## config.mk

```make
export PLATFORM = sky130hd
export DESIGN_NAME = watchdog_timer_control
export DESIGN_NICKNAME = d
export VERILOG_FILES = /design/src/wdt_pkg.sv /design/src/wdt_if.sv /design/src/wdt_counter.sv /design/src/watchdog_timer_control.sv
export VERILOG_INCLUDE_DIRS = /design/src
export SDC_FILE = /design/constraint.sdc
export NUM_CORES = 1
export LEC_CHECK = 0
export BUFFER_PORTS_ARGS = -buffer_cell sky130_fd_sc_hd__buf_2
export CORE_MARGIN = 4
export CORE_UTILIZATION = 40
export DETAILED_ROUTE_END_ITERATION = 7
export HOLD_SLACK_MARGIN = 0.08
export PLACE_DENSITY = 0.67
export SLEW_MARGIN = 20
export SYNTH_ARGS = -nofsm -noshare
export SYNTH_HDL_FRONTEND = slang
export SYNTH_SLANG_ARGS = --single-unit
export TNS_END_PERCENT = 100
```

## constraint.sdc

```tcl
create_clock -name aclk -period 4.64 [get_ports aclk]
set_input_delay 1.392 -clock aclk [delete_from_list [all_inputs] [get_ports aclk]]
set_output_delay 1.392 -clock aclk [all_outputs]
set_load 0.05 [all_outputs]
```

## src/wdt_cfg.svh

```systemverilog
// offsets, field positions, reset values and timing counts of the watchdog
`ifndef WDT_CFG_SVH
`define WDT_CFG_SVH

// ----------------------------------------------------------------------------
// register byte offsets
// ----------------------------------------------------------------------------
`define WDT_OFF_CTRL 8'h00
`define WDT_OFF_STATUS 8'h04
`define WDT_OFF_MASK 8'h08
`define WDT_ADDR_MASK 8'hFC

// ----------------------------------------------------------------------------
// watchdog_control fields
// ----------------------------------------------------------------------------
`define WDT_B_RESTART 0
`define WDT_B_RST_EN 1
`define WDT_B_RST_OCC 2
`define WDT_B_TO_FLAG 3
`define WDT_B_SEL_LO 4
`define WDT_B_SEL_HI 5
`define WDT_B_IRQ_EN 6
`define WDT_B_POR 7

// ----------------------------------------------------------------------------
// status and mask fields
// ----------------------------------------------------------------------------
`define WDT_ST_TIMEOUT 0
`define WDT_ST_WDRESET 1

// ----------------------------------------------------------------------------
// reset values
// ----------------------------------------------------------------------------
`define WDT_RST_SEL 2'h0
`define WDT_RST_STATUS 2'h0
`define WDT_RST_MASK 2'h0

// ----------------------------------------------------------------------------
// timing: divider of 4 clocks, reset countdown of 512 ticks
// ----------------------------------------------------------------------------
`define WDT_DIV_LAST 8'h03
`define WDT_CD_LAST 9'h1FF
`define WDT_TIMEOUT0 32'h0000_1000
`define WDT_TIMEOUT1 32'h0000_8000
`define WDT_TIMEOUT2 32'h0004_0000
`define WDT_TIMEOUT3 32'h0020_0000

// ----------------------------------------------------------------------------
// bus responses
// ----------------------------------------------------------------------------
`define WDT_RESP_OKAY 2'h0
`define WDT_RESP_SLVERR 2'h2

`endif

```

## src/wdt_pkg.sv

```systemverilog
// types shared by the watchdog modules
package wdt_pkg;

  typedef enum logic [2:0] {
    CNT_OFF = 3'h1,
    CNT_RUN = 3'h2,
    CNT_CD  = 3'h4
  } cnt_state_e;

  typedef logic [31:0] word_t;

endpackage

```

## src/wdt_if.sv

```systemverilog
// signals between the watchdog control logic and its counter
`timescale 1ns/1ps
interface wdt_if;
  logic tick;
  logic clear;
  logic run;
  logic [31:0] limit;
  logic cd_arm;
  logic timeout;
  logic cd_active;
  logic cd_done;

  modport ctrl (
    output tick, clear, run, limit, cd_arm,
    input timeout, cd_active, cd_done
  );
  modport cnt (
    input tick, clear, run, limit, cd_arm,
    output timeout, cd_active, cd_done
  );
endinterface

```

## src/wdt_counter.sv

```systemverilog
// watchdog interval counter and reset countdown
`timescale 1ns/1ps
`include "wdt_cfg.svh"
module wdt_counter import wdt_pkg::*; (
  input wire logic aclk,
  input wire logic aresetn,
  wdt_if.cnt wif
);

  cnt_state_e state_r, state_nxt;
  logic [31:0] cnt_r, cnt_nxt;
  logic [8:0] cd_r, cd_nxt;
  logic to_r, to_nxt;
  logic done_r, done_nxt;

  // --------------------------------------------------------------------------
  // next state
  // --------------------------------------------------------------------------
  always_comb begin
    state_nxt = state_r;
    cnt_nxt = cnt_r;
    cd_nxt = cd_r;
    to_nxt = 1'b0;
    done_nxt = 1'b0;
    unique case (state_r)
      CNT_OFF: begin
        cnt_nxt = 32'h0;
        cd_nxt = 9'h0;
        if (wif.run) begin
          state_nxt = CNT_RUN;
        end
      end
      CNT_RUN: begin
        if (!wif.run) begin
          state_nxt = CNT_OFF;
        end else if (wif.clear) begin
          cnt_nxt = 32'h0;
        end else if (wif.cd_arm) begin
          state_nxt = CNT_CD;
          cd_nxt = 9'h0;
        end else if (wif.tick) begin
          if (cnt_r >= wif.limit - 32'h1) begin
            cnt_nxt = 32'h0;
            to_nxt = 1'b1;
          end else begin
            cnt_nxt = cnt_r + 32'h1;
          end
        end
      end
      CNT_CD: begin
        if (wif.clear || !wif.cd_arm) begin
          state_nxt = wif.run ? CNT_RUN : CNT_OFF;
          cnt_nxt = 32'h0;
          cd_nxt = 9'h0;
        end else if (wif.tick) begin
          if (cd_r == `WDT_CD_LAST) begin
            done_nxt = 1'b1;
            state_nxt = CNT_OFF;
          end else begin
            cd_nxt = cd_r + 9'h1;
          end
        end
      end
      default: begin
        state_nxt = CNT_OFF;
      end
    endcase
  end

  always_ff @(posedge aclk) begin
    if (!aresetn) begin
      state_r <= CNT_OFF;
      cnt_r <= 32'h0;
      cd_r <= 9'h0;
      to_r <= 1'b0;
      done_r <= 1'b0;
    end else begin
      state_r <= state_nxt;
      cnt_r <= cnt_nxt;
      cd_r <= cd_nxt;
      to_r <= to_nxt;
      done_r <= done_nxt;
    end
  end

  assign wif.timeout = to_r;
  assign wif.cd_done = done_r;
  assign wif.cd_active = (state_r == CNT_CD);
endmodule

```

## src/watchdog_timer_control.sv

```systemverilog
// watchdog control register, interrupt logic and axi4-lite slave
`timescale 1ns/1ps
`include "wdt_cfg.svh"

// Notes on behaviour
// - a timeout raises an interrupt request only while irq_enable is set.
// - irq_enable clears on power-on reset and survives every other reset.
// - with only reset enabled a timeout sets the flag and resets after 512 ticks unless cancelled.
// - with both enabled a timeout interrupts and resets 512 ticks later unless cancelled.
// - software can clear the timeout flag but never set it.
// - timeout_select picks the interrupt timeout period.
// - the reset follows the interrupt timeout by 512 divider ticks.
// - a select change restarts the count and also cancels a running countdown.
// - a new select value is taken only together with restart_count in the same write.
// - the power-on flag is set by power-on reset and written to either value by software.
// - restart_count clears the count and always reads as zero.
// - reset_enable lets the watchdog reset the device, is set by power-on reset and writable by software.
// - a timeout sets the timeout flag when either enable is set.
// - a watchdog reset sets reset_occurred_flag, power-on reset clears it.
module watchdog_timer_control import wdt_pkg::*; #(
  parameter word_t TIMEOUT_SEL0 = `WDT_TIMEOUT0,
  parameter word_t TIMEOUT_SEL1 = `WDT_TIMEOUT1,
  parameter word_t TIMEOUT_SEL2 = `WDT_TIMEOUT2,
  parameter word_t TIMEOUT_SEL3 = `WDT_TIMEOUT3
) (
  input wire logic aclk,
  input wire logic aresetn,
  input wire logic [7:0] awaddr,
  input wire logic awvalid,
  output logic awready,
  input wire logic [31:0] wdata,
  input wire logic [3:0] wstrb,
  input wire logic wvalid,
  output logic wready,
  output logic [1:0] bresp,
  output logic bvalid,
  input wire logic bready,
  input wire logic [7:0] araddr,
  input wire logic arvalid,
  output logic arready,
  output logic [31:0] rdata,
  output logic [1:0] rresp,
  output logic rvalid,
  input wire logic rready,
  input wire logic sys_reset_n,
  output logic wdt_reset,
  output logic irq
);

  wdt_if wif ();

  // --------------------------------------------------------------------------
  // synchroniser and tick divider
  // --------------------------------------------------------------------------
  logic ext_s1_r, ext_s2_r;
  logic [7:0] div_r, div_nxt;
  logic tick_r, tick_nxt;

  always_comb begin
    tick_nxt = (div_r == `WDT_DIV_LAST);
    div_nxt = tick_nxt ? 8'h00 : div_r + 8'h01;
  end

  always_ff @(posedge aclk) begin
    if (!aresetn) begin
      ext_s1_r <= 1'b1;
      ext_s2_r <= 1'b1;
      div_r <= 8'h00;
      tick_r <= 1'b0;
    end else begin
      ext_s1_r <= sys_reset_n;
      ext_s2_r <= ext_s1_r;
      div_r <= div_nxt;
      tick_r <= tick_nxt;
    end
  end

  // --------------------------------------------------------------------------
  // axi4-lite slave
  // --------------------------------------------------------------------------
  logic aw_held_r, aw_held_nxt;
  logic [7:0] aw_addr_r, aw_addr_nxt;
  logic w_held_r, w_held_nxt;
  logic [31:0] w_data_r, w_data_nxt;
  logic w_lane0_r, w_lane0_nxt;
  logic awready_r, awready_nxt;
  logic wready_r, wready_nxt;
  logic bvalid_r, bvalid_nxt;
  logic [1:0] bresp_r, bresp_nxt;
  logic arready_r, arready_nxt;
  logic rvalid_r, rvalid_nxt;
  logic [31:0] rdata_r, rdata_nxt;
  logic [1:0] rresp_r, rresp_nxt;
  logic do_wr, rd_clr;
  logic [7:0] wr_off, rd_off;
  logic [7:0] ctrl_view;

  logic rst_en_r, rst_occ_r, to_flag_r, irq_en_r, por_r;
  logic [1:0] sel_r;
  logic [1:0] status_r, mask_r;

  assign ctrl_view = {por_r, irq_en_r, sel_r, to_flag_r, rst_occ_r, rst_en_r, 1'b0};

  always_comb begin
    aw_held_nxt = aw_held_r;
    aw_addr_nxt = aw_addr_r;
    w_held_nxt = w_held_r;
    w_data_nxt = w_data_r;
    w_lane0_nxt = w_lane0_r;
    bvalid_nxt = bvalid_r;
    bresp_nxt = bresp_r;
    rvalid_nxt = rvalid_r;
    rdata_nxt = rdata_r;
    rresp_nxt = rresp_r;
    rd_clr = 1'b0;
    wr_off = aw_addr_r & `WDT_ADDR_MASK;
    rd_off = araddr & `WDT_ADDR_MASK;
    do_wr = aw_held_r && w_held_r && !bvalid_r;
    if (bvalid_r && bready) begin
      bvalid_nxt = 1'b0;
    end
    if (do_wr) begin
      aw_held_nxt = 1'b0;
      w_held_nxt = 1'b0;
      bvalid_nxt = 1'b1;
      bresp_nxt = (wr_off == `WDT_OFF_CTRL || wr_off == `WDT_OFF_STATUS ||
                   wr_off == `WDT_OFF_MASK) ? `WDT_RESP_OKAY : `WDT_RESP_SLVERR;
    end
    if (awvalid && awready_r) begin
      aw_held_nxt = 1'b1;
      aw_addr_nxt = awaddr;
    end
    if (wvalid && wready_r) begin
      w_held_nxt = 1'b1;
      w_data_nxt = wdata;
      w_lane0_nxt = wstrb[0];
    end
    if (rvalid_r && rready) begin
      rvalid_nxt = 1'b0;
    end
    if (arvalid && arready_r) begin
      rvalid_nxt = 1'b1;
      rresp_nxt = `WDT_RESP_OKAY;
      rdata_nxt = 32'h0000_0000;
      unique case (rd_off)
        `WDT_OFF_CTRL: rdata_nxt = {24'h00_0000, ctrl_view};
        `WDT_OFF_STATUS: begin
          rdata_nxt = {30'h0000_0000, status_r};
          rd_clr = 1'b1;
        end
        `WDT_OFF_MASK: rdata_nxt = {30'h0000_0000, mask_r};
        default: rresp_nxt = `WDT_RESP_SLVERR;
      endcase
    end
    awready_nxt = !aw_held_nxt;
    wready_nxt = !w_held_nxt;
    arready_nxt = !rvalid_nxt;
  end

  always_ff @(posedge aclk) begin
    if (!aresetn) begin
      aw_held_r <= 1'b0;
      aw_addr_r <= 8'h00;
      w_held_r <= 1'b0;
      w_data_r <= 32'h0000_0000;
      w_lane0_r <= 1'b0;
      awready_r <= 1'b0;
      wready_r <= 1'b0;
      bvalid_r <= 1'b0;
      bresp_r <= `WDT_RESP_OKAY;
      arready_r <= 1'b0;
      rvalid_r <= 1'b0;
      rdata_r <= 32'h0000_0000;
      rresp_r <= `WDT_RESP_OKAY;
    end else begin
      aw_held_r <= aw_held_nxt;
      aw_addr_r <= aw_addr_nxt;
      w_held_r <= w_held_nxt;
      w_data_r <= w_data_nxt;
      w_lane0_r <= w_lane0_nxt;
      awready_r <= awready_nxt;
      wready_r <= wready_nxt;
      bvalid_r <= bvalid_nxt;
      bresp_r <= bresp_nxt;
      arready_r <= arready_nxt;
      rvalid_r <= rvalid_nxt;
      rdata_r <= rdata_nxt;
      rresp_r <= rresp_nxt;
    end
  end

  // --------------------------------------------------------------------------
  // watchdog control, status and interrupt
  // --------------------------------------------------------------------------
  logic rst_en_nxt, rst_occ_nxt, to_flag_nxt, irq_en_nxt, por_nxt;
  logic [1:0] sel_nxt, status_nxt, mask_nxt, st_set;
  logic wdt_reset_r, wdt_reset_nxt;
  logic irq_r, irq_nxt;
  logic cd_go_r, cd_go_nxt;
  logic ctrl_wr, restart, soft_rst;

  always_comb begin
    soft_rst = !ext_s2_r || wdt_reset_r;
    ctrl_wr = do_wr && w_lane0_r && (wr_off == `WDT_OFF_CTRL);
    restart = ctrl_wr && w_data_r[`WDT_B_RESTART];
    rst_en_nxt = rst_en_r;
    rst_occ_nxt = rst_occ_r;
    to_flag_nxt = to_flag_r;
    irq_en_nxt = irq_en_r;
    por_nxt = por_r;
    sel_nxt = sel_r;
    mask_nxt = mask_r;
    if (ctrl_wr) begin
      rst_en_nxt = w_data_r[`WDT_B_RST_EN];
      rst_occ_nxt = w_data_r[`WDT_B_RST_OCC];
      irq_en_nxt = w_data_r[`WDT_B_IRQ_EN];
      por_nxt = w_data_r[`WDT_B_POR];
      if (!w_data_r[`WDT_B_TO_FLAG]) begin
        to_flag_nxt = 1'b0;
      end
      if (restart) begin
        sel_nxt = w_data_r[`WDT_B_SEL_HI:`WDT_B_SEL_LO];
      end
    end
    if (do_wr && w_lane0_r && (wr_off == `WDT_OFF_MASK)) begin
      mask_nxt = w_data_r[1:0];
    end
    if (wif.timeout && (rst_en_r || irq_en_r)) begin
      to_flag_nxt = 1'b1;
    end
    if (soft_rst) begin
      to_flag_nxt = 1'b0;
      sel_nxt = `WDT_RST_SEL;
    end
    if (wdt_reset_r) begin
      rst_occ_nxt = 1'b1;
    end
    cd_go_nxt = cd_go_r;
    if (wif.timeout && rst_en_r) begin
      cd_go_nxt = 1'b1;
    end
    if (restart || soft_rst || !to_flag_nxt || !rst_en_nxt) begin
      cd_go_nxt = 1'b0;
    end
    wdt_reset_nxt = wif.cd_done && rst_en_r;
    st_set = 2'h0;
    st_set[`WDT_ST_TIMEOUT] = wif.timeout && irq_en_r;
    st_set[`WDT_ST_WDRESET] = wdt_reset_r;
    status_nxt = (rd_clr ? 2'h0 : status_r) | st_set;
    irq_nxt = |(status_nxt & mask_nxt);
  end

  always_ff @(posedge aclk) begin
    if (!aresetn) begin
      rst_en_r <= 1'b1;
      rst_occ_r <= 1'b0;
      to_flag_r <= 1'b0;
      irq_en_r <= 1'b0;
      por_r <= 1'b1;
      sel_r <= `WDT_RST_SEL;
      mask_r <= `WDT_RST_MASK;
      status_r <= `WDT_RST_STATUS;
      wdt_reset_r <= 1'b0;
      irq_r <= 1'b0;
      cd_go_r <= 1'b0;
    end else begin
      rst_en_r <= rst_en_nxt;
      rst_occ_r <= rst_occ_nxt;
      to_flag_r <= to_flag_nxt;
      irq_en_r <= irq_en_nxt;
      por_r <= por_nxt;
      sel_r <= sel_nxt;
      mask_r <= mask_nxt;
      status_r <= status_nxt;
      wdt_reset_r <= wdt_reset_nxt;
      irq_r <= irq_nxt;
      cd_go_r <= cd_go_nxt;
    end
  end

  // --------------------------------------------------------------------------
  // counter link
  // --------------------------------------------------------------------------
  always_comb begin
    unique case (sel_r)
      2'h0: wif.limit = TIMEOUT_SEL0;
      2'h1: wif.limit = TIMEOUT_SEL1;
      2'h2: wif.limit = TIMEOUT_SEL2;
      2'h3: wif.limit = TIMEOUT_SEL3;
    endcase
  end

  assign wif.tick = tick_r;
  assign wif.clear = restart || soft_rst;
  assign wif.run = rst_en_r || irq_en_r;
  assign wif.cd_arm = cd_go_r;

  wdt_counter u_counter (
    .aclk(aclk),
    .aresetn(aresetn),
    .wif(wif)
  );

  assign awready = awready_r;
  assign wready = wready_r;
  assign bvalid = bvalid_r;
  assign bresp = bresp_r;
  assign arready = arready_r;
  assign rvalid = rvalid_r;
  assign rdata = rdata_r;
  assign rresp = rresp_r;
  assign wdt_reset = wdt_reset_r;
  assign irq = irq_r;
endmodule

```

# After elaboration in Yosys (flattened, before gate mapping)
# Index checks and enable logic that the tools add are counted.
# op_classes
addsub,4
order_cmp,1
eq_ne,24
n_mux,48
bitwise,7
reduce_logical,48
# op_table
operator,n
32-bit 2-to-1 mux,6
32-bit case mux with 4 select lines,1
32-bit case mux with 3 select lines,1
9-bit 2-to-1 mux,6
"32-bit by 1-bit adder with 32-bit output, second input constant",1
32-bit greater-or-equal comparator,1
"32-bit by 1-bit subtractor with 32-bit output, second input constant",1
9-bit case mux with 3 select lines,1
8-bit case mux with 3 select lines,1
3-bit 2-to-1 mux,7
1-bit 2-to-1 mux,19
8-bit zero test,2
1-bit logical AND,15
"3-bit != test, second input constant",5
"6-bit by 1-bit == test with 1-bit output, second input constant",2
"6-bit by 2-bit == test with 1-bit output, second input constant",2
2-bit 2-to-1 mux,5
5-bit AND reduction,2
"9-bit by 1-bit adder with 9-bit output, second input constant",1
"9-bit == test, second input constant",1
3-bit case mux with 3 select lines,1
"8-bit by 1-bit adder with 8-bit output, second input constant",1
"8-bit by 2-bit == test with 1-bit output, second input constant",1
1-bit zero test,8
other kinds (21),41
# totals
regBits,131
inputBits,60
output_inout_bits,43
elab_cells,165

# Logic depth before layout (Yosys ltp)
# Gate-level depths: netlist of the first run.
# logic_depth
ltp_word,11
ltp_mapped,10

# Modules after synthesis
# From an unflattened synthesis of the first run, not the netlist that was laid out.
# unflattened
hier_cells,726
hier_area_um2,5994.5
# by_module_without_submodules
module,instances,cells_per_inst,area_per_inst_um2,seq_area_each_um2
wdt_counter,1,460,3628.5,920.9
watchdog_timer_control,1,266,2366.0,1141.1

# Worst setup path before layout of the first run
# OpenSTA, ideal clock, no wires.
# synth_path
path_kind,in2reg
start,input port araddr[5]
end,register rdata_r[2] (netlist: rdata[2])
t_arrival_ns,2.656
slack_ns,1.917
path_stages,4
n_path_buf,0
path_cell_list,or4_1 nor4_1 a22oi_1 nor2_1
# synth_via
elab_chain_len,2
# synth_rtl
item,line_no,text
"start, declared",watchdog_timer_control.sv:38,"input wire logic [7:0] araddr,"
"6-bit by 2-bit == test with 1-bit output, or another cell as far along",watchdog_timer_control.sv:145,unique case (rd_off)
8-bit case mux with 3 select lines (*),watchdog_timer_control.sv:145,
"end signal, assigned",watchdog_timer_control.sv:187,rdata_r <= rdata_nxt;
"end, declared",watchdog_timer_control.sv:92,"logic [31:0] rdata_r, rdata_nxt;"
# Mark *: on every way between the ends. The rest lies on a longest branch, timed or not.
# A chain may end at the register's enable or synchronous reset.

# Final worst setup path of the first run
# layout_path
start,register sel_r[1]
end,register u_counter.cnt_r[19]
# layout_via
elab_chain_len,10
# layout_rtl
item,line_no,text
"start, declared",watchdog_timer_control.sv:99,logic [1:0] sel_r;
"start signal, assigned",watchdog_timer_control.sv:260,sel_r <= `WDT_RST_SEL;
"start signal, assigned",watchdog_timer_control.sv:272,sel_r <= sel_nxt;
"2-bit == test, or another cell as far along",watchdog_timer_control.sv:285,unique case (sel_r)
32-bit case mux with 4 select lines (*),watchdog_timer_control.sv:285,
32-bit by 1-bit subtractor with 32-bit output (*),wdt_counter.sv:42,if (cnt_r >= wif.limit - 32'h1) begin
32-bit greater-or-equal comparator (*),wdt_counter.sv:42,
32-bit 2-to-1 mux (*),wdt_counter.sv:42,
32-bit 2-to-1 mux (*),wdt_counter.sv:41,end else if (wif.tick) begin
32-bit 2-to-1 mux (*),wdt_counter.sv:38,end else if (wif.cd_arm) begin
32-bit 2-to-1 mux (*),wdt_counter.sv:36,end else if (wif.clear) begin
32-bit 2-to-1 mux (*),wdt_counter.sv:34,if (!wif.run) begin
32-bit case mux with 3 select lines (*),wdt_counter.sv:25,unique case (state_r)
"end signal, assigned",wdt_counter.sv:79,cnt_r <= cnt_nxt;
"end, declared",wdt_counter.sv:11,"logic [31:0] cnt_r, cnt_nxt;"
# Mark *: on every way between the ends. The rest lies on a longest branch, timed or not. The select of a mux whose other input is x is not followed.

==> summary.md, run 1 <==
| Metric | Value |
|---|---|
| WP data arrival | `3.36 ns` |
| Finished Layout Cells | `774` |
| Leakage | `2.15 nW` |
| Worst-path clk slew | `0.07 ns` |
| EDFF count, synth | `0` |
| Post-CTS setup buffers | `0` |
| Routed vias/inst | `5.44` |
| Yosys warning count | `0` |
| Worst min path class | `register to register` |
| Hold Fails Final Rpt | `0` |
| Vias after detailed routing | `4210` |
| Antenna Cells | `0` |
| Setup WS pre-CTS | `1.59 ns` |
| Startpoint class of the critical path | `register` |
| Worst VDD drop | `184 uV` |
| Highest clock rate | `324 MHz` |
| Post-synth top area share | `42.0%` |
| Setup CP Type | `register to register` |
| First-pass GRT wire length | `18.4 mm` |
| Hold_buf cts | `0` |
| CP endpoint kind | `register` |
| Setup ws final | `1.55 ns` |
| Fin nets | `696` |
| Area of the multi-input gates | `0.00261 mm2` |
| Status | `finished, final reports clean` |
| Seq/Total Area, Yosys | `42.0%` |
| FF-to-FF setup slack | `1.55 ns` |
| Total I/O pin count | `103` |
| Port bufs | `45` |
| Async S/R FF share, synth | `0%` |
| Biggest area consumer among synthesized cells | `dfxtp_1` |
| Setup Skew | `0.00777 ns` |
| Setup_tns | `0 ns` |
| TritonCTS Buffers | `9` |
| Rel. slew slack | `44.6%` |
| Layout cell share with drive strength beyond 1 | `14.7%` |
| HP Start | `ext_s1_r` |
| Register area | `0.00206 mm2` |
| Actual slew at the worst max-slew pin | `0.824 ns` |
| Worst Path Max Fanout | `9` |
| Ys flop type | `dfxtp_1` |
| Final wirelength | `10.9 mm` |
| Syn-to-layout area delta | `10.7%` |
| Setup-failing EPs final | `0` |
| Placed cell count | `758` |
| DR pass1 iterations | `4` |
| Initial Util | `40.9%` |
| Detail Placement HPWL | `7.71 mm` |
| Max Cap Violations | `0` |
| Worst-case reg-to-reg path depth | `8` |
| Hold depth | `1` |
| # H-tree levels | `3` |
| Die W | `119 um` |
| R2r endpoint | `u_counter.cnt_r[19]` |
| Power Density | `337 mW/mm2` |
| # clock sinks | `103` |
| Die area | `0.0141 mm2` |
| Max Slew Vio Count | `0` |
| Initial antenna violation count | `0` |
| GR Util All Layers | `15.6%` |
| Routed len/inst | `14.1 um` |
| Post-Syn Instances | `581` |
| RSZ-0062 raised after global routing | `no` |
| Top cells by area, synth | `dfxtp_1, nand2_1, nand3_1, a21oi_1, buf_4` |
| Vias in the first global route | `3977` |
| CTS tree | `done` |
| Largest net degree at the start of global routing | `37` |
| Post-CTS resize count | `0` |
| Netlist cell types | `66` |
| Mapped Avg Cell Area | `8.46 um2` |
| Required time of the critical path | `4.92 ns` |
| FF-to-FF Start | `sel_r[1]` |
| Min-Delay Endpoint | `ext_s2_r` |
| GRT overflow | `0` |
| DR iter-0 viols | `254` |
| Gpl congestion | `0.862` |
| Die height | `119 um` |
| Root Buffer | `clkbuf_16` |
| Fillers | `1190` |
| Core Region | `0.0120 mm2` |
| Tot Pwr | `1.84 mW` |
| Clock Latency Late Sink | `0.35 ns` |
| Tcrit/Tclk final | `66.5%` |
| Post-Syn Area | `0.00491 mm2` |
| Post-DRT Antenna Nets | `0` |
| Max Buffers Root-to-Sink | `2` |
| Minimum clock period | `3.09 ns` |
| Num rows | `40` |
| DR DRC count | `0` |
| Seq cells post-synth | `103` |
-- final cells by class --
| class | instances | area share [%] |
|---|---|---|
| repair buffers | 50 | 4.83 |
| clock inverters | 4 | 0.506 |
| flip-flops and latches | 103 | 37.9 |
| multi-input cells | 447 | 47.9 |
| clock buffers | 12 | 4.71 |
| inverters | 11 | 0.759 |
| well taps | 147 | 3.38 |
-- cells by family (layout without fill, tap and decap cells) --
logic type,after synthesis,count (layout),synth area share [%]
and+or+nand+nor,272,272,28.2
other,2,27,0.153
buffers and inverters,56,77,6.90
adders and majority gates,14,14,3.57
AOI/OAI and AO/OA,120,120,16.6
DFF,103,103,42.0
muxes,7,7,1.43
xor gates and xnor gates,7,7,1.25
-- registers in the layout (all words and copies together), names as in the netlist, 2 cells and up --
name / flops
u_counter.cnt_r: 32
u_counter.cd_r: 9
div_r: 8
rdata: 8
w_data_r: 8
aw_addr_r: 6
u_counter.state_r: 3
mask_r: 2
sel_r: 2
status_r: 2
-- stage by stage --
stage | cell area (um2) | hold WS (ns) | util, %
5_1_grt | 5440 | 0.452 | 45.3
6_report | 5440 | 0.413 | 45.3
4_1_cts | 5440 | 0.414 | 45.3
3_3_place_gp | 5160 | 0.401 | 42.9
2_1_floorplan | 5010 | 0.386 | -
3_5_place_dp | 5160 | 0.398 | 42.9
-- worst max path at each step --
stage                   start                  end  slack, ns  cells after the start
floorplan           araddr[5]             rdata[2]       1.92                      4
global placement     sel_r[1]  u_counter.cnt_r[19]       1.66                      8
detailed placement   sel_r[1]  u_counter.cnt_r[19]       1.59                      8
CTS                  sel_r[1]  u_counter.cnt_r[19]       1.58                      8
global route         sel_r[1]  u_counter.cnt_r[19]       1.34                      8
finish               sel_r[1]  u_counter.cnt_r[19]       1.55                      8
-- power by group --
group	total [mW]	leakage (nW)	internal (mW)	switching, mW
Sequential	0.917	0.834	0.902	0.0154
Clock	0.725	0.143	0.395	0.330
Combinational	0.194	1.17	0.0456	0.148
-- layer usage --
metal	track usage [%]	vias up	wire, um
li1	-	2120	-
met1	19.6	1961	5060
met2	25.7	113	5060
met3	3.37	16	567
met4	6.81	0	201
met5	0	-	0
-- worst max-delay path, cell delays in order (launching register included) --
cell and delay [ns]:
dfxtp_1 0.41, nand2_1 0.15, ha_1 0.32, and3_4 0.19, a221o_1 0.37, a2111oi_4 0.48
nand4_2 0.34, or4_1 0.59, a31oi_1 0.16
-- placed cells by master (no fill, tap or decap), types with 7 or more instances in the layout --
cell type    n
nand2b_1     9
and3_1      18
a31oi_1      7
conb_1      27
nand2_1     83
a22oi_1     10
a2bb2oi_1    7
a311oi_1     7
ha_1        14
clkbuf_16    9
nand3_1     44
buf_2       45
a21oi_1     43
o21ai_0     14
nor2_1      46
mux2i_1      7
and2_1       9
inv_1       10
nor4_1      11
dfxtp_1    103
-- synth_stat cells, types with 6 or more instances --
master and instances:
nor2_1 46, nand2b_1 9, clkbuf_1 15, dfxtp_1 103, or3_2 6, and3_1 18, and2_1 9, buf_4 27
mux2i_1 7, nor3_1 6, a21oi_1 43, o21ai_0 14, nand3_1 44, nor2b_1 6, a311oi_1 7, a22oi_1 10
ha_1 14, nor4_1 11, a31oi_1 7, a2bb2oi_1 7, inv_1 10, a211oi_1 6, nand2_1 83
(Power assumes the default switching activity.)
==> inputs of run 2 (changes only) <==
- clock period: 4.64 -> 2.9 ns (I/O delays scaled with it)
==> run 2 against run 1 <==
Compared with the run above: worst hold slack improved by 0.0025 ns; worst setup slack worse by 1.4 ns; combinational power increased by 67%; routed wire length is 0.73% lower; critical path type unchanged; critical endpoint is now u_counter.cnt_r[7]; largest cell class unchanged.
==> summary.md, run 2 (synthesis results as in run 1) <==
| Metric | Value |
|---|---|
| Hold Fails Final Rpt | `0 (unchanged)` |
| Die height | `119 um (unchanged)` |
| Vias in the first global route | `4018 (was 3977)` |
| Leading cell type in the layout, fill and taps excluded | `dfxtp_1 (unchanged)` |
| Syn-to-layout area delta | `14.3% (was 10.7%)` |
| RSZ-0062 raised after global routing | `no (unchanged)` |
| Family with the most delay on the worst path | `compound AO/OA/AOI/OAI gates (was simple AND/OR/NAND/NOR gates)` |
| # clock sinks | `103 (unchanged)` |
| Routed len/inst | `13.7 um (was 14.1 um)` |
| Worst min path class | `register to register (unchanged)` |
| CTS tree | `done (unchanged)` |
| Largest net degree at the start of global routing | `38 (was 37)` |
| Max Slew Vio Count | `0 (unchanged)` |
| Tot Pwr | `3.13 mW (was 1.84 mW)` |
| Post-DRT Antenna Nets | `0 (unchanged)` |
| Port bufs | `45 (unchanged)` |
| Top layer in use | `met4 (unchanged)` |
| Crit-path most repeated cell | `buf_4` |
| Max reg flops | `32 (unchanged)` |
| FF-to-FF setup slack | `0.16 ns (was 1.55 ns)` |
| TritonCTS Buffers | `9 (unchanged)` |
| Total I/O pin count | `103 (unchanged)` |
| Root Buffer | `clkbuf_16 (unchanged)` |
| Final wirelength | `10.8 mm (was 10.9 mm)` |
| Hold_buf cts | `0 (unchanged)` |
| GRT overflow | `0 (unchanged)` |
| Initial antenna violation count | `0 (unchanged)` |
| Minimum clock period | `2.74 ns (was 3.09 ns)` |
| CP endpoint kind | `register (unchanged)` |
| Tcrit/Tclk final | `94.3% (was 66.5%)` |
| Rel. slew slack | `55.3% (was 44.6%)` |
| Setup_tns | `0 ns (unchanged)` |
| Post-CTS resize count | `0 (unchanged)` |
| Power Density | `558 mW/mm2 (was 337 mW/mm2)` |
| Critical-path top delay cell | `or3_2 (was or4_1)` |
| Antenna Cells | `0 (unchanged)` |
| Metal3 WL | `550 um (was 567 um)` |
| Worst Path Max Fanout | `4 (was 9)` |
| FF-to-FF Start | `sel_r[1] (unchanged)` |
| Slowest Stage Delay on Critical Path | `0.44 ns (was 0.59 ns)` |
| Highest clock rate | `366 MHz (was 324 MHz)` |
| Worst Setup EP | `u_counter.cnt_r[7] (was u_counter.cnt_r[19])` |
| Crit path launch | `sel_r[1] (unchanged)` |
| Max Buffers Root-to-Sink | `2 (unchanged)` |
| Num rows | `40 (unchanged)` |
| Startpoint class of the critical path | `register (unchanged)` |
| Core Region | `0.0120 mm2 (unchanged)` |
| Required time of the critical path | `3.17 ns (was 4.92 ns)` |
| Layout cell share with drive strength beyond 1 | `17.4% (was 14.7%)` |
| First-pass GRT wire length | `18.6 mm (was 18.4 mm)` |
| Gpl congestion | `0.822 (was 0.862)` |
| Initial Util | `40.9% (unchanged)` |
| Top flop regs | `u_counter.cnt_r: 32 flops, u_counter.cd_r: 9 flops (unchanged)` |
| Worst-case reg-to-reg path depth | `10 (was 8)` |
| DR pass1 iterations | `4 (unchanged)` |
| Detail Placement HPWL | `7.74 mm (was 7.71 mm)` |
| Setup WS pre-CTS | `0.0853 ns (was 1.59 ns)` |
| GR Util All Layers | `15.6% (about the same)` |
| CP Buf/Inv Count | `2 (was 0)` |
| WP depth | `10 (was 8)` |
| Met1 Routed Length | `5.03 mm (was 5.06 mm)` |
| Status | `finished, final reports clean (unchanged)` |
| Setup CP Type | `register to register (unchanged)` |
| Max Cap Violations | `0 (unchanged)` |
| Leakage | `2.22 nW (was 2.15 nW)` |
| Routed vias/inst | `5.33 (was 5.44)` |
| Setup-failing EPs final | `0 (unchanged)` |
| Worst VDD drop | `328 uV (was 184 uV)` |
| DR DRC count | `0 (unchanged)` |
| Clock Latency Late Sink | `0.34 ns (was 0.35 ns)` |
| # H-tree levels | `3 (unchanged)` |
| DR iter-0 viols | `241 (was 254)` |
| Largest Register | `u_counter.cnt_r (unchanged)` |
| Vias after detailed routing | `4208 (was 4210)` |
| Setup ws final | `0.165 ns (was 1.55 ns)` |
| Setup Skew | `0.0102 ns (was 0.00777 ns)` |
| Die area | `0.0141 mm2 (unchanged)` |
| WP data arrival | `3.01 ns (was 3.36 ns)` |
| Fin nets | `711 (was 696)` |
| R2r endpoint | `u_counter.cnt_r[7] (was u_counter.cnt_r[19])` |
| Actual slew at the worst max-slew pin | `0.665 ns (was 0.824 ns)` |
| CP cell instances | `buf_4, nor2_2, ha_1, a21o_1, a211o_2, o2111ai_1, nand4_2, buf_4, or3_2, a31oi_1 (was nand2_1, ha_1, and3_4, a221o_1, a2111oi_4, nand4_2, or4_1, a31oi_1)` |
| Final hold slack | `0.415 ns (was 0.413 ns)` |
| Commonest cells after routing, fill and taps aside | `dfxtp_1, nand2_1, nor2_1, buf_2 (was dfxtp_1, nand2_1, nor2_1)` |
| Die W | `119 um (unchanged)` |
| Met2 Wirelength | `5.12 mm (was 5.06 mm)` |
| Post-CTS setup buffers | `0 (unchanged)` |
| Worst-path clk slew | `0.07 ns (about the same)` |
[run 2: per-layer routing]
metal  up-vias  global-route usage, %
met5         -                      0
met4         0                   4.78
li1       2158                      -
met1      1941                   20.2
met3        12                   2.99
met2        97                   26.1
[run 2: report_power, final]
part | internal [mW] | switching, mW
logic | 0.0837 | 0.240
registers | 1.44 | 0.0248
clock network | 0.809 | 0.533
[run 2: metrics by stage]
step / cell area (um2) / util [%] / cells
after floorplan: 5010 / - / 606
after global placement: 5270 / 43.9 / 773
after detailed placement: 5270 / 43.9 / 773
after CTS: 5600 / 46.6 / 789
after global routing: 5610 / 46.7 / 789
final: 5610 / 46.7 / 789
[run 2: final cells by class]
type,instances,area (um2)
inverter,11,41.3
timing repair buffer,65,375
fill,1147,6400
sequential,103,2060
tap,147,184
clock buffer,12,256
multi-input combinational,447,2620
clock inverter,4,76.3
[run 2: worst min path at each step]
| stage | from | to | slack, ns | cells after the start |
|---|---|---|---|---|
| 6_report | ext_s1_r | ext_s2_r | 0.42 | 1 |
| 5_1_grt | ext_s1_r | ext_s2_r | 0.45 | 1 |
| 4_1_cts | ext_s1_r | ext_s2_r | 0.42 | 1 |
| 3_5_place_dp | ext_s1_r | ext_s2_r | 0.40 | 1 |
| 3_3_place_gp | ext_s1_r | ext_s2_r | 0.40 | 1 |
| 2_1_floorplan | ext_s1_r | ext_s2_r | 0.39 | 1 |
==> inputs of run 3 (changes only) <==
- PLACE_DENSITY: 0.67 -> 0.7
- clock period: 2.9 -> 2.4 ns (I/O delays scaled with it)
==> run 3 against run 2 <==
Compared with the run above: the run now ends with setup timing left; register-to-register slack got worse by 0.34 ns; clock power rose by 5%; routed wire length grew 5.5%; critical endpoint is now u_counter.cnt_r[19]; highest routed layer unchanged.
==> summary.md, run 3 (synthesis results as in run 1) <==
| Metric | Value |
|---|---|
| Status | `finished, violations left (was finished, final reports clean)` |
| Failing checks | `setup timing` |
| Max reg flops | `32 (unchanged)` |
| Gpl congestion | `0.842 (was 0.822)` |
| Metal3 WL | `591 um (was 550 um)` |
| Max Slew Vio Count | `0 (unchanged)` |
| WP data arrival | `2.84 ns (was 3.01 ns)` |
| Power Density | `615 mW/mm2 (was 558 mW/mm2)` |
| Setup WS pre-CTS | `-0.215 ns (was 0.0853 ns)` |
| Antenna Cells | `0 (unchanged)` |
| Setup-failing EPs final | `19 (was 0)` |
| Setup CP Type | `register to register (unchanged)` |
| Startpoint class of the critical path | `register (unchanged)` |
| Die W | `119 um (unchanged)` |
| Die height | `119 um (unchanged)` |
| CP endpoint kind | `register (unchanged)` |
| Hold_buf cts | `0 (unchanged)` |
| Worst-path clk slew | `0.07 ns (about the same)` |
| Routed len/inst | `14.1 um (was 13.7 um)` |
| Tcrit/Tclk final | `107% (was 94.3%)` |
| Final wirelength | `11.4 mm (was 10.8 mm)` |
| Top layer in use | `met4 (unchanged)` |
| Root Buffer | `clkbuf_16 (unchanged)` |
| Tot Pwr | `3.60 mW (was 3.13 mW)` |
| Vias after detailed routing | `4400 (was 4208)` |
| GRT overflow | `0 (unchanged)` |
| Total I/O pin count | `103 (unchanged)` |
| Hold Fails Final Rpt | `0 (unchanged)` |
| DR iter-0 viols | `160 (was 241)` |
| Minimum clock period | `2.58 ns (was 2.74 ns)` |
| Max Buffers Root-to-Sink | `2 (unchanged)` |
| Vias in the first global route | `4244 (was 4018)` |
| Critical-path top delay cell | `or4_1 (was or3_2)` |
| # H-tree levels | `3 (unchanged)` |
| Slowest Stage Delay on Critical Path | `0.46 ns (was 0.44 ns)` |
| GR Util All Layers | `16.6% (was 15.6%)` |
| Commonest cells after routing, fill and taps aside | `dfxtp_1, nand2_1, nor2_1, buf_2, a21oi_1 (was dfxtp_1, nand2_1, nor2_1, buf_2)` |
| Rel. slew slack | `50.8% (was 55.3%)` |
| Initial Util | `40.9% (unchanged)` |
| DR DRC count | `0 (unchanged)` |
| Met1 Routed Length | `5.16 mm (was 5.03 mm)` |
| Core Region | `0.0120 mm2 (unchanged)` |
| Initial antenna violation count | `0 (unchanged)` |
| Required time of the critical path | `2.67 ns (was 3.17 ns)` |
| TritonCTS Buffers | `9 (unchanged)` |
| Worst Path Max Fanout | `9 (was 4)` |
| Actual slew at the worst max-slew pin | `0.732 ns (was 0.665 ns)` |
| Max Cap Violations | `0 (unchanged)` |
| Clock Latency Late Sink | `0.35 ns (was 0.34 ns)` |
| Highest clock rate | `388 MHz (was 366 MHz)` |
| Die area | `0.0141 mm2 (unchanged)` |
| Post-DRT Antenna Nets | `0 (unchanged)` |
| Num rows | `40 (unchanged)` |
| Met2 Wirelength | `5.44 mm (was 5.12 mm)` |
| DR pass1 iterations | `5 (was 4)` |
| Worst VDD drop | `329 uV (was 328 uV)` |
| Syn-to-layout area delta | `19.3% (was 14.3%)` |
| Port bufs | `45 (unchanged)` |
| Fin nets | `730 (was 711)` |
| Setup ws final | `-0.176 ns (was 0.165 ns)` |
| # clock sinks | `103 (unchanged)` |
| CP cell instances | `nand2_4, ha_4, a21o_2, a221o_1, a2111oi_4, nand4_2, buf_6, or4_1, a31oi_1 (was buf_4, nor2_2, ha_1, a21o_1, a211o_2, o2111ai_1, nand4_2, buf_4, or3_2, a31oi_1)` |
| Top flop regs | `u_counter.cnt_r: 32 flops, u_counter.cd_r: 9 flops (unchanged)` |
| First-pass GRT wire length | `19.5 mm (was 18.6 mm)` |
| Setup Skew | `0.00834 ns (was 0.0102 ns)` |
| Layout cell share with drive strength beyond 1 | `22.8% (was 17.4%)` |
| CTS tree | `done (unchanged)` |
| Leakage | `2.32 nW (was 2.22 nW)` |
| Setup_tns | `-1.97 ns (was 0 ns)` |
| Leading cell type in the layout, fill and taps excluded | `dfxtp_1 (unchanged)` |
| Worst min path class | `register to register (unchanged)` |
| Largest Register | `u_counter.cnt_r (unchanged)` |
| Detail Placement HPWL | `8.27 mm (was 7.74 mm)` |
| Routed vias/inst | `5.45 (was 5.33)` |
| Largest net degree at the start of global routing | `36 (was 38)` |
| RSZ-0062 raised after global routing | `yes (was no)` |
## run 3: cell count changes in the layout (fill, tap and decap cells not counted), moves of 3 or more
cell / change
buf_4: +15
buf_6: +3
nand3_1: -3
nand3_2: +3
nor4_1: -3
nor4_2: +3
o21ai_0: -4
## run 3: repair_timing
| action | CTS | global route |
|---|---|---|
| gates resized for setup | 9 | 19 |
| pin swaps | 3 | 9 |
| setup endpoints to repair | 22 | 25 |
| setup buffers | 2 | 2 |
## run 3: stage by stage
stage / cells / cell area [um2] / utilization, % / hold slack [ns]
3_5_place_dp: 788 / 5420 / 45.1 / 0.420
2_1_floorplan: 606 / 5050 / - / 0.386
6_report: 808 / 5860 / 48.8 / 0.429
4_1_cts: 806 / 5760 / 47.9 / 0.439
3_3_place_gp: 788 / 5420 / 45.1 / 0.398
5_1_grt: 808 / 5860 / 48.8 / 0.444
## run 3: area by class of cell
| type | count | area (um2) |
|---|---|---|
| Multi-Input combinational cell | 447 | 2730 |
| Sequential cell | 103 | 2070 |
| Fill cell | 1128 | 6150 |
| Tap cell | 147 | 184 |
| Timing Repair Buffer | 84 | 542 |
| Inverter | 11 | 41.3 |
| Clock buffer | 9 | 225 |
| Clock inverter | 7 | 66.3 |
## run 3: power by group
group	internal [mW]	switching, mW	total, mW
Combinational	0.116	0.301	0.417
Sequential	1.74	0.0297	1.77
Clock	0.725	0.689	1.41
## run 3: worst paths after layout
path                               start             endpoint  slack, ns  cells after the start
worst max register to register  sel_r[1]  u_counter.cnt_r[19]      -0.18                      9
worst min register to register  ext_s1_r             ext_s2_r       0.43                      1
worst min-delay path            ext_s1_r             ext_s2_r       0.43                      1
worst max-delay path            sel_r[1]  u_counter.cnt_r[19]      -0.18                      9
## run 3: worst max-delay path, delay by kind of cell, from the launching register on
kind / cells / cell delay, ns
AO/OA/AOI/OAI: 4 / 1.06
AND/OR/NAND/NOR: 3 / 0.67
flip-flops: 1 / 0.38
adder cells (fa/ha/maj): 1 / 0.21
buffers and inverters: 1 / 0.16
## run 3: layer usage
layer / vias to the layer above / track usage (%)
met5: - / 0
met4: 0 / 6.23
met3: 16 / 4.04
met2: 131 / 28.1
met1: 2061 / 20.3
li1: 2192 / -
